===== src/inc/wpr_pkg.sv =====
/*
  Shared constants and types for the watchdog, power and reset block.
  Assumes APB with 32-bit data; registers sit at four times their index.
*/
`default_nettype none
package wpr_pkg;
  // Register indices and the byte addresses derived from them.
  localparam int unsigned APB_AW = 12;
  localparam logic [7:0] POWER_CONTROL_IDX = 8'h87;
  localparam logic [7:0] WATCHDOG_CONTROL_IDX = 8'h8f;
  localparam logic [11:0] POWER_CONTROL_ADDR = {2'h0, POWER_CONTROL_IDX, 2'h0};
  localparam logic [11:0] WATCHDOG_CONTROL_ADDR = {2'h0, WATCHDOG_CONTROL_IDX, 2'h0};

  // Machine cycle: six states of two oscillator periods each.
  localparam logic [2:0] STATE_LAST = 3'h5;
  localparam logic [2:0] SAMPLE_STATE = 3'h4;
  localparam int unsigned OSC_PER_MC = 12;
  localparam int unsigned WDT_BITS = 14;
  localparam int unsigned PRE_BITS = 8;
  localparam int unsigned RST_SAMPLES = 2;

  // Reset values for the wider chip and for this block.
  localparam logic [7:0] PORT_RST = 8'hff;
  localparam logic [7:0] SP_RST = 8'h07;
  localparam logic [7:0] SFR_RST = 8'h00;

  // Watchdog control layout.
  typedef struct packed {
    logic wdog_enable_bit;
    logic wdog_clear_bit;
    logic wdog_run_in_idle;
    logic [1:0] rsv;
    logic [2:0] wdog_prescale_select;
  } wpr_watchdog_control_type;

  // Power control layout.
  typedef struct packed {
    logic [2:0] rsv;
    logic power_off_flag;
    logic user_flag_one;
    logic user_flag_zero;
    logic power_down_bit;
    logic idle_bit;
  } wpr_power_control_type;

  localparam wpr_watchdog_control_type WATCHDOG_CONTROL_RST = wpr_watchdog_control_type'(SFR_RST);
  localparam wpr_power_control_type POWER_CONTROL_POR = wpr_power_control_type'(8'h10);

  // Power modes.
  typedef enum logic [1:0] {WPR_RUN, WPR_IDLE, WPR_PDOWN} wpr_mode_type;

  // APB request and answer bundles.
  typedef struct packed {
    logic psel;
    logic penable;
    logic pwrite;
    logic [APB_AW-1:0] paddr;
    logic [31:0] pwdata;
  } wpr_apb_req_type;

  typedef struct packed {
    logic [31:0] prdata;
    logic pready;
    logic pslverr;
  } wpr_apb_rsp_type;

  // Last prescaler count for each select code; 010 and 001 are swapped.
  function automatic logic [PRE_BITS-1:0] wpr_pre_last(input logic [2:0] code);
    logic [PRE_BITS-1:0] r;
    r = 8'h01;
    case (code)
      3'h0: r = 8'h01;
      3'h2: r = 8'h03;
      3'h1: r = 8'h07;
      3'h3: r = 8'h0f;
      3'h4: r = 8'h1f;
      3'h5: r = 8'h3f;
      3'h6: r = 8'h7f;
      default: r = 8'hff;
    endcase
    return r;
  endfunction
endpackage
`default_nettype wire


===== src/hdl/wpr_rst_filter.sv =====
/*
  Reset pin deglitch filter: counts consecutive high samples.
  Assumes a synchronised level and a one-cycle sample strobe.
*/
`timescale 1ns/1ps
`default_nettype none
module wpr_rst_filter #(
  parameter int unsigned SAMPLES = wpr_pkg::RST_SAMPLES
) (
  // Clock and reset.
  input wire logic i_ref_clk,
  input wire logic i_rst_b,
  // Sample strobe and level.
  input wire logic i_sample,
  input wire logic i_level,
  // Filtered reset request.
  output logic o_rst
);
  localparam int unsigned CW = $clog2(SAMPLES + 1);
  localparam logic [CW-1:0] CMAX = CW'(SAMPLES);

  logic [CW-1:0] cnt_ff;
  logic [CW-1:0] nxt_cnt;
  logic rst_ff;

  // A low sample restarts the count, so short glitches never reach the top.
  assign nxt_cnt = !i_sample ? cnt_ff :
                   !i_level ? '0 :
                   (cnt_ff == CMAX) ? cnt_ff : cnt_ff + CW'(1);

  // Count and output registers.
  always_ff @(posedge i_ref_clk or negedge i_rst_b) begin
    if (!i_rst_b) begin
      cnt_ff <= '0;
      rst_ff <= 1'b0;
    end else begin
      cnt_ff <= nxt_cnt;
      rst_ff <= (nxt_cnt == CMAX);
    end
  end

  assign o_rst = rst_ff;
endmodule
`default_nettype wire


===== src/hdl/wpr_watchdog_power_reset.sv =====
/*
  Watchdog timer, idle and power-down control, reset sampling and the
  power and watchdog control registers, reached over APB.
  Assumes i_ref_clk is the oscillator and i_rst_b is the power-on reset.
  The reset pin is asynchronous; the interrupt request is synchronous.
*/
`timescale 1ns/1ps
`default_nettype none
//
// Overview of operation
// - Watchdog is disabled after every reset.
// - Enable bit starts counting and arms reset; clearing it disables.
// - Time-out while enabled raises an internal system reset.
// - Period is 2^14 times prescale ratio times 12 oscillator periods.
// - Select codes map to ratios 2..256, with 010 and 001 swapped.
// - Clear bit resets timer, prescaler and itself next machine cycle.
// - Watchdog counts in idle only when run-in-idle is set.
// - Any reset zeroes the watchdog timer and prescaler.
// - Oscillator clock is divided by two before internal use.
// - Idle stops the core clock; peripherals keep running.
// - Idle ends on an enabled interrupt or on reset.
// - Power-down stops every clock including the oscillator.
// - Only a reset ends power-down; interrupts do not.
// - Power-off flag set at power-on, cleared by software only.
// - Two user flags just store what software writes.
// - Reset pin sampled once per machine cycle, needs two high samples.
// - Short glitches on the reset pin are ignored.
// - Reset sets registers to zero, except the power-off flag.
module wpr_watchdog_power_reset (
  // Clock and power-on reset.
  input wire logic i_ref_clk,
  input wire logic i_rst_b,
  // APB slave.
  input wire wpr_pkg::wpr_apb_req_type i_apb_req,
  output wpr_pkg::wpr_apb_rsp_type o_apb_rsp,
  // Reset pin and enabled interrupt request.
  input wire logic i_rst_pin,
  input wire logic i_irq_pend,
  // Clock control and system reset.
  output logic o_osc_run,
  output logic o_cpu_clk_en,
  output logic o_periph_clk_en,
  output logic o_mc_tick,
  output logic o_sys_rst,
  output logic o_wdt_timeout
);
  // State.
  logic phase_ff;
  logic [2:0] state_ff;
  logic pin_meta_ff;
  logic pin_sync_ff;
  logic wdt_rst_ff;
  logic sys_rst_ff;
  logic to_ff;
  logic [wpr_pkg::PRE_BITS-1:0] pre_ff;
  logic [wpr_pkg::WDT_BITS-1:0] timer_ff;
  logic [31:0] prdata_ff;
  wpr_pkg::wpr_watchdog_control_type watchdog_control_ff;
  wpr_pkg::wpr_power_control_type power_control_ff;
  wpr_pkg::wpr_mode_type mode_ff;

  // Next values and decode.
  logic [2:0] nxt_state;
  logic [wpr_pkg::PRE_BITS-1:0] nxt_pre;
  logic [wpr_pkg::WDT_BITS-1:0] nxt_timer;
  logic [wpr_pkg::PRE_BITS-1:0] pre_last;
  wpr_pkg::wpr_watchdog_control_type nxt_watchdog_control;
  wpr_pkg::wpr_power_control_type nxt_power_control;
  wpr_pkg::wpr_watchdog_control_type wr_watchdog_control_val;
  wpr_pkg::wpr_power_control_type wr_power_control_val;
  wpr_pkg::wpr_mode_type nxt_mode;
  logic mc_tick;
  logic sample;
  logic pin_rst;
  logic wdt_run;
  logic pre_wrap;
  logic wdt_to;
  logic clr_do;
  logic idle_exit;
  logic setup;
  logic access;
  logic power_control_hit;
  logic watchdog_control_hit;
  logic wr_power_control;
  logic wr_watchdog_control;
  logic [7:0] rd_val;

  // Oscillator runs unless powered down; a high pin restarts it.
  // stop all clocks
  assign o_osc_run = (mode_ff != wpr_pkg::WPR_PDOWN) || pin_sync_ff;

  // Two oscillator periods make one state, six states a machine cycle.
  // divide by two
  assign nxt_state = !phase_ff ? state_ff :
                     (state_ff == wpr_pkg::STATE_LAST) ? 3'h0 : state_ff + 3'h1;
  assign mc_tick = o_osc_run && phase_ff && (state_ff == wpr_pkg::STATE_LAST);
  assign sample = o_osc_run && phase_ff && (state_ff == wpr_pkg::SAMPLE_STATE);

  // Divider registers, frozen while the oscillator is stopped.
  always_ff @(posedge i_ref_clk or negedge i_rst_b) begin
    if (!i_rst_b) begin
      phase_ff <= 1'b0;
      state_ff <= 3'h0;
    end else if (o_osc_run) begin
      phase_ff <= ~phase_ff;
      state_ff <= nxt_state;
    end
  end

  // Reset pin passes two flip-flops before anything reads it.
  always_ff @(posedge i_ref_clk or negedge i_rst_b) begin
    if (!i_rst_b) begin
      pin_meta_ff <= 1'b0;
      pin_sync_ff <= 1'b0;
    end else begin
      pin_meta_ff <= i_rst_pin;
      pin_sync_ff <= pin_meta_ff;
    end
  end

  wpr_rst_filter #(
    .SAMPLES(wpr_pkg::RST_SAMPLES)
  ) u_rst_filter (
    .i_ref_clk(i_ref_clk),
    .i_rst_b(i_rst_b),
    .i_sample(sample),
    .i_level(pin_sync_ff),
    .o_rst(pin_rst)
  );

  // Watchdog counts machine cycles when enabled and not parked.
  // enable gates count
  assign wdt_run = watchdog_control_ff.wdog_enable_bit && mc_tick &&
                   (mode_ff != wpr_pkg::WPR_PDOWN) &&
                   ((mode_ff != wpr_pkg::WPR_IDLE) || watchdog_control_ff.wdog_run_in_idle);

  assign pre_last = wpr_pkg::wpr_pre_last(watchdog_control_ff.wdog_prescale_select);

  assign pre_wrap = wdt_run && (pre_ff == pre_last);
  assign wdt_to = pre_wrap && (timer_ff == {wpr_pkg::WDT_BITS{1'b1}});

  assign clr_do = watchdog_control_ff.wdog_clear_bit && mc_tick;

  assign nxt_pre = (sys_rst_ff || clr_do) ? '0 :
                   pre_wrap ? '0 :
                   wdt_run ? pre_ff + 8'h01 : pre_ff;
  assign nxt_timer = (sys_rst_ff || clr_do) ? '0 :
                     pre_wrap ? timer_ff + 14'h0001 : timer_ff;

  // Watchdog counters.
  always_ff @(posedge i_ref_clk or negedge i_rst_b) begin
    if (!i_rst_b) begin
      pre_ff <= '0;
      timer_ff <= '0;
    end else begin
      pre_ff <= nxt_pre;
      timer_ff <= nxt_timer;
    end
  end

  // Time-out reset lasts one machine cycle, then joins the pin reset.
  // time-out resets
  always_ff @(posedge i_ref_clk or negedge i_rst_b) begin
    if (!i_rst_b) begin
      wdt_rst_ff <= 1'b0;
      sys_rst_ff <= 1'b0;
      to_ff <= 1'b0;
    end else begin
      wdt_rst_ff <= wdt_to || (wdt_rst_ff && !mc_tick);
      sys_rst_ff <= pin_rst || wdt_rst_ff;
      to_ff <= wdt_to;
    end
  end

  // Power mode sequencing.
  // interrupt ends idle
  assign idle_exit = (mode_ff == wpr_pkg::WPR_IDLE) && i_irq_pend;
  always_comb begin
    nxt_mode = mode_ff;
    case (mode_ff)
      wpr_pkg::WPR_RUN: begin
        if (power_control_ff.power_down_bit) begin
          nxt_mode = wpr_pkg::WPR_PDOWN;
        end else if (power_control_ff.idle_bit) begin
          nxt_mode = wpr_pkg::WPR_IDLE;
        end
      end
      wpr_pkg::WPR_IDLE: begin
        if (i_irq_pend) begin
          nxt_mode = wpr_pkg::WPR_RUN;
        end
      end
      default: begin
        nxt_mode = wpr_pkg::WPR_PDOWN;
      end
    endcase
    if (sys_rst_ff) begin
      nxt_mode = wpr_pkg::WPR_RUN;
    end
  end

  // Mode register.
  always_ff @(posedge i_ref_clk or negedge i_rst_b) begin
    if (!i_rst_b) begin
      mode_ff <= wpr_pkg::WPR_RUN;
    end else begin
      mode_ff <= nxt_mode;
    end
  end

  // Clock gates for the core and the peripherals.
  // idle stops core
  assign o_cpu_clk_en = (mode_ff == wpr_pkg::WPR_RUN);
  assign o_periph_clk_en = (mode_ff != wpr_pkg::WPR_PDOWN);

  // APB decode; no wait states, unmapped access answers with an error.
  assign setup = i_apb_req.psel && !i_apb_req.penable;
  assign access = i_apb_req.psel && i_apb_req.penable;
  assign power_control_hit = (i_apb_req.paddr == wpr_pkg::POWER_CONTROL_ADDR);
  assign watchdog_control_hit = (i_apb_req.paddr == wpr_pkg::WATCHDOG_CONTROL_ADDR);
  assign wr_power_control = access && i_apb_req.pwrite && power_control_hit;
  assign wr_watchdog_control = access && i_apb_req.pwrite && watchdog_control_hit;
  assign wr_watchdog_control_val = wpr_pkg::wpr_watchdog_control_type'(i_apb_req.pwdata[7:0]);
  assign wr_power_control_val = wpr_pkg::wpr_power_control_type'(i_apb_req.pwdata[7:0]);
  assign rd_val = power_control_hit ? power_control_ff : watchdog_control_hit ? watchdog_control_ff : 8'h00;

  // Watchdog control: a written clear wins over its own self-clear.
  // disabled on reset
  always_comb begin
    nxt_watchdog_control = watchdog_control_ff;
    nxt_watchdog_control.wdog_clear_bit = watchdog_control_ff.wdog_clear_bit && !mc_tick;
    if (wr_watchdog_control) begin
      nxt_watchdog_control = wr_watchdog_control_val;
      nxt_watchdog_control.rsv = 2'h0;
      nxt_watchdog_control.wdog_clear_bit = wr_watchdog_control_val.wdog_clear_bit || nxt_watchdog_control.wdog_clear_bit;
      if (!wr_watchdog_control_val.wdog_clear_bit) begin
        nxt_watchdog_control.wdog_clear_bit = watchdog_control_ff.wdog_clear_bit && !mc_tick;
      end
    end
    if (sys_rst_ff) begin
      nxt_watchdog_control = wpr_pkg::WATCHDOG_CONTROL_RST;
    end
  end

  // Power control: idle bit drops on wake, power-off flag only clears.
  // flag survives warm reset
  always_comb begin
    nxt_power_control = power_control_ff;
    if (idle_exit) begin
      nxt_power_control.idle_bit = 1'b0;
    end
    if (wr_power_control) begin
      nxt_power_control = wr_power_control_val;
      nxt_power_control.rsv = 3'h0;
      nxt_power_control.power_off_flag = power_control_ff.power_off_flag && wr_power_control_val.power_off_flag;
    end
    if (sys_rst_ff) begin
      nxt_power_control = wpr_pkg::wpr_power_control_type'(wpr_pkg::SFR_RST);
      nxt_power_control.power_off_flag = power_control_ff.power_off_flag;
    end
  end

  // Registers, written in the access phase, and read data captured in the setup phase.
  always_ff @(posedge i_ref_clk or negedge i_rst_b) begin
    if (!i_rst_b) begin
      watchdog_control_ff <= wpr_pkg::WATCHDOG_CONTROL_RST;
      power_control_ff <= wpr_pkg::POWER_CONTROL_POR;
      prdata_ff <= 32'h0000_0000;
    end else begin
      watchdog_control_ff <= nxt_watchdog_control;
      power_control_ff <= nxt_power_control;
      prdata_ff <= setup ? {24'h00_0000, rd_val} : prdata_ff;
    end
  end

  // Outputs.
  assign o_apb_rsp.prdata = prdata_ff;
  assign o_apb_rsp.pready = 1'b1;
  assign o_apb_rsp.pslverr = access && !(power_control_hit || watchdog_control_hit);
  assign o_mc_tick = mc_tick;
  assign o_sys_rst = sys_rst_ff;
  assign o_wdt_timeout = to_ff;
endmodule
`default_nettype wire


===== config.mk =====
export PLATFORM = sky130hd
export DESIGN_NAME = wpr_watchdog_power_reset
export DESIGN_NICKNAME = d
export VERILOG_FILES = /design/src/inc/wpr_pkg.sv /design/src/hdl/wpr_rst_filter.sv /design/src/hdl/wpr_watchdog_power_reset.sv
export SDC_FILE = /design/constraint.sdc
export NUM_CORES = 1
export LEC_CHECK = 0
export BUFFER_PORTS_ARGS = -buffer_cell sky130_fd_sc_hd__buf_4
export CAP_MARGIN = 20
export CORE_MARGIN = 4
export CORE_UTILIZATION = 50
export DETAILED_ROUTE_END_ITERATION = 16
export PLACE_DENSITY = 0.86
export SLEW_MARGIN = 20
export SYNTH_ARGS = -nofsm -noshare
export SYNTH_HDL_FRONTEND = slang
export SYNTH_SLANG_ARGS = --single-unit

===== constraint.sdc =====
create_clock -name i_ref_clk -period 5.9 [get_ports i_ref_clk]
set_input_delay 1.18 -clock i_ref_clk [delete_from_list [all_inputs] [get_ports i_ref_clk]]
set_output_delay 1.18 -clock i_ref_clk [all_outputs]
set_load 0.03 [all_outputs]

======== Word-level counts from Yosys, hierarchy flattened ========
Cells that the tools add are included.
W data, S select, Z words.
storage, ports and cells
  output and inout port bits .............. 40
  flip-flop bits (word level) ............. 60
  bits of input ports ..................... 51
operators by class
  multiplexer cells ....................... 23
  bitwise operators ....................... 2
  reductions and logical operators ........ 38
  add/subtract/negate cells ............... 4
  eq/ne operators ......................... 19
operators by type and width
  operator                 number
  $mux W8                  9
  $pmux W8 S7              1
  $mux W14                 2
  $eq A12 B10 Y1 const B   2
  $logic_and A1 B1 Y1      19
  $eq A3 B3 Y1 const B     5
  $add A14 B1 Y14 const B  1
  $eq A14 B14 Y1 const B   1
  $mux W2                  7
  $add A8 B1 Y8 const B    1
  $eq A8 B8 Y1             1
  $eq A3 B2 Y1 const B     2
  $logic_or A1 B1 Y1       6
  $reduce_and A2 Y1        3
  $reduce_bool A2 Y1       3
  $reduce_bool A3 Y1       2
  $eq A2 B2 Y1 const B     2
  $ne A4 B1 Y1 const B     1
  $pmux W2 S2              1
  $add A3 B1 Y3 const B    1
  $eq A3 B1 Y1 const B     1
  $logic_not A1 Y1         3
  $logic_not A3 Y1         1
  $mux W3                  1
  other kinds (8)          10

======== Logic depth before layout (Yosys ltp) ========
  depth in word-level cells ............... 10
  mapped depth ............................ 8

======== Hierarchy ========
A second synthesis with hierarchy kept.
second synthesis, totals
  cells, all modules ...................... 307
  area total of the unflattened synthesis .. 2946.6 µm²
modules (own cells, without submodules)
  module                    seq. area each (µm²)  instances  area each (µm²)  cells an instance
  wpr_watchdog_power_reset  1302.5                1          2808.9           294
  wpr_rst_filter            75.1                  1          137.6            13

======== Worst setup path before layout ========
OpenSTA, ideal clock, no wires.
  path kind ............................... input to output
  start point ............................. input i_apb_req[39] (netlist bit)
  end point ............................... output o_apb_rsp[0] (netlist bit)
  data arrival time ....................... 2083 ps
  path buffers ............................ 0
  stages on the path ...................... 3
  data required time ...................... 4720 ps
  slack ................................... 2637 ps
  cells stage by stage .................... nor4b_1 -> nand3_1 -> and3_1
RTL lines
  element             RTL line                        RTL
  start: declaration  wpr_watchdog_power_reset.sv:34  input wire wpr_pkg::wpr_apb_req_type i_apb_req,
  end: declaration    wpr_watchdog_power_reset.sv:35  output wpr_pkg::wpr_apb_rsp_type o_apb_rsp,

==> flow_metrics.tcl <==
set metrics [dict create \
    cts_buffers 5 \
    drc 0 \
    post_cts_buffers 0 \
    slowest_stage "nor4bb_1" \
    status "finished clean" \
    initial_core_util_pct 52.1 \
    synth-xor-area-share_pct 1.96 \
    dp_hpwl_um 4940 \
    maxSlewViolCount 0 \
    total_power_w 0.000845 \
    hold_buffers 0 \
    cts_resized 0 \
    vias_per_cell 6.00 \
    synth_cells 338 \
    finalSetupViolCount 0 \
    yosys.area_share.simple_pct 25.6 \
    power_leakage_nw 1.56 \
    yosys.area_share.adder_pct 1.20 \
    critical-path-top-delay-family "simple AND/OR/NAND/NOR gates" \
    postSynthAreaPerCell_um2 9.24 \
    fin_ws_ns 2.25 \
    critPathMaxStageDelay_ns 0.45 \
    synth_top_cell_by_area "dfrtp_1" \
    power_density_nw_per_um2 245 \
    grt_pass1_wl_um 11600 \
    antenna_found_initial 0 \
    required_ns 4.72 \
    dp_worst_setup_slack_ns 2.26 \
    gr-total-overflow 0 \
    grt_usage_pct 19.0 \
    grt_pass1_vias 2581 \
    dr.first_iter.drc_count 167 \
    path_cells "buf_4, nor4bb_1, nand3_1, and3_1, buf_4" \
    synthTopCellsByArea "dfrtp_1, buf_4, nand2_1" \
    clk_pin_slew_worst_paths_ns 0.10 \
    ys_types 56 \
    dieArea_um2 7570 \
    final.setup_skew_ns 0.00897 \
    worstHoldPathType "flop to flop" \
    clock-sinks 55 \
    cp_data_arrival_time_ns 2.47 \
    timing.final.hold_violations 0 \
    die_x_um 87.0 \
    diodes 0 \
    worst_pin_slew_ns 1.14 \
    fmax_mhz 274 \
    cts_tree "yes" \
    drive_gt1_share_pct 17.1 \
    yosysWarnings 0 \
    synth_edf_count 0 \
    synth-main-ff-cell "dfrtp_1" \
    critPathLaunchType "primary input" \
    critPathMostFrequentCell "buf_4" \
    ys_seq_area_share_pct 44.1 \
    wirelength_um 6980 \
    gp_congestion 0.837 \
    ys_ff_latch 55 \
    clk_latency_ns 0.32 \
    fin_nets 422 \
    coreArea_um2 5990 \
    die_h_um 87.0 \
    drv_cap 0 \
    slew_headroom_pct 23.8 \
    vdd_drop_max_mv 0.192 \
    async_flop_share_pct 100 \
    period_needed_ns 3.65 \
    endpoint_kind "primary output" \
    synth_top_family_by_area "simple AND/OR/NAND/NOR gates" \
    synth_compound_area_share_pct 13.2 \
    setup_tns_ns 0 \
    cp_max_fo 6 \
    grt_max_degree 56 \
    routedWlPerCell_um 15.7 \
    syn_area_um2 3120 \
    synthToLayoutAreaGrowth_pct 10.7 \
    row_count 28 \
    htree_levels 2 \
    vias 2662 \
    antenna_left 0 \
    io_pins 91 \
    synth_mux_area_share_pct 4.85 \
    critical_path_class "primary input to primary output" \
    fin_crit_sh_pct 61.8 \
    clockBufferDepth 2 \
    portBuffers 41 \
    critPathBufInv 2 \
    drt-pass1-iter-count 4 \
    yosys.area.top_type_share_pct 43.3 \
    cts-root-buf "clkbuf_8" \
    rsz0062_at_grt "no" \
]
cell type report:
type | count | area [µm²]
Clock buffer | 5 | 68.8
Clock inverter | 3 | 22.5
Fill cell | 527 | 2530
Inverter | 5 | 18.8
Multi-Input combinational cell | 260 | 1570
Sequential cell | 55 | 1380
Tap cell | 75 | 93.8
Timing Repair Buffer | 41 | 308
cells in the final DEF, fill, tap and decap left out, types with 4 or more instances in the layout:
| cell | instances |
|---|---|
| or3_1 | 5 |
| a21oi_1 | 18 |
| mux2i_1 | 14 |
| and3_1 | 7 |
| nand2_1 | 44 |
| buf_4 | 41 |
| o41ai_1 | 4 |
| o21ai_0 | 13 |
| nand3_1 | 18 |
| nand4_1 | 11 |
| dfrtp_1 | 54 |
| inv_1 | 4 |
| or2_1 | 4 |
| nor2_1 | 17 |
| conb_1 | 25 |
| or2_2 | 5 |
| xnor2_1 | 5 |
| nor4_1 | 5 |
| nor3_1 | 7 |
| clkbuf_8 | 5 |
| o31ai_1 | 9 |
| or2_0 | 5 |
synth_stat cells, drive strengths merged, types with 2 or more instances:
| library cell | count |
|---|---|
| nor4b | 2 |
| mux2i | 14 |
| o41ai | 4 |
| ha | 3 |
| nor2 | 17 |
| or2 | 14 |
| nand2 | 45 |
| xnor2 | 5 |
| clkbuf | 9 |
| nand4 | 11 |
| and3 | 7 |
| a311oi | 2 |
| o311ai | 4 |
| inv | 5 |
| or4 | 3 |
| nand2b | 2 |
| o31ai | 9 |
| o21ai | 13 |
| conb | 2 |
| a21oi | 19 |
| nor3 | 8 |
| a2111oi | 2 |
| xor2 | 2 |
| or3 | 5 |
| nor4 | 6 |
| or3b | 2 |
| or4b | 2 |
| nand3 | 18 |
| dfrtp | 54 |
| buf | 32 |
| nor3b | 2 |
cell families after synthesis:
family / count (synthesis)
simple gates: 150
compound gates: 60
flops: 55
buf+inv: 46
mux: 15
xor+xnor: 7
fa+ha+maj: 3
other cells: 2
worst paths after layout:
kind | endpoint | slack [ns] | cells past startpoint | from
max | o_apb_rsp[0] | 2.25 | 5 | i_apb_req[33]
min | pin_sync_ff$_DFF_PN0_ | 0.36 | 0 | pin_meta_ff$_DFF_PN0_
max reg2reg | pre_ff[5]$_DFFE_PN0P_ | 3.23 | 6 | mode_ff[0]$_DFFE_PN0P_
min reg2reg | pin_sync_ff$_DFF_PN0_ | 0.36 | 0 | pin_meta_ff$_DFF_PN0_
max in group asynchronous | prdata_ff[5]$_DFFE_PN0P_ | 4.55 | 1 | i_rst_b
min in group asynchronous | mode_ff[0]$_DFFE_PN0P_ | 0.88 | 1 | i_rst_b
through the flow:
stage / util, % / area (µm²) / cells / hold slack, ns
after global routing: 57.7 / 3460 / 444 / 0.380
after CTS: 57.5 / 3440 / 444 / 0.372
final: 57.7 / 3460 / 444 / 0.364
after floorplan: - / 3210 / 361 / 0.331
after detailed placement: 56.0 / 3350 / 436 / 0.346
after global placement: 56.0 / 3350 / 436 / 0.335
registers in the layout (all words and copies together) (netlist names), 2 cells and up:
name                 count
timer_ff                14
mode_ff                  2
prdata_ff                8
watchdog_control_ff      6
power_control_ff         5
state_ff                 3
u_rst_filter.cnt_ff      2
pre_ff                   8
power by group:
group	internal, W	leakage (nW)	switching (W)
Clock	0.0000863	0.0489	0.000134
Sequential	0.000399	0.748	0.0000306
Combinational	0.0000684	0.767	0.000128
Total	0.000553	1.56	0.000292
routing by layer:
layer / GRT usage [%] / part of all wire, % / wire length (µm) / up-vias
met5: 0 / 0 / 0 / -
met4: 5.24 / 0.89 / 62 / 0
met3: 3.60 / 6.7 / 467 / 6
met2: 34.7 / 54 / 3760 / 92
met1: 22.6 / 39 / 2700 / 1329
li1: - / - / - / 1235
No activity file was read; power rests on OpenSTA's default activity.
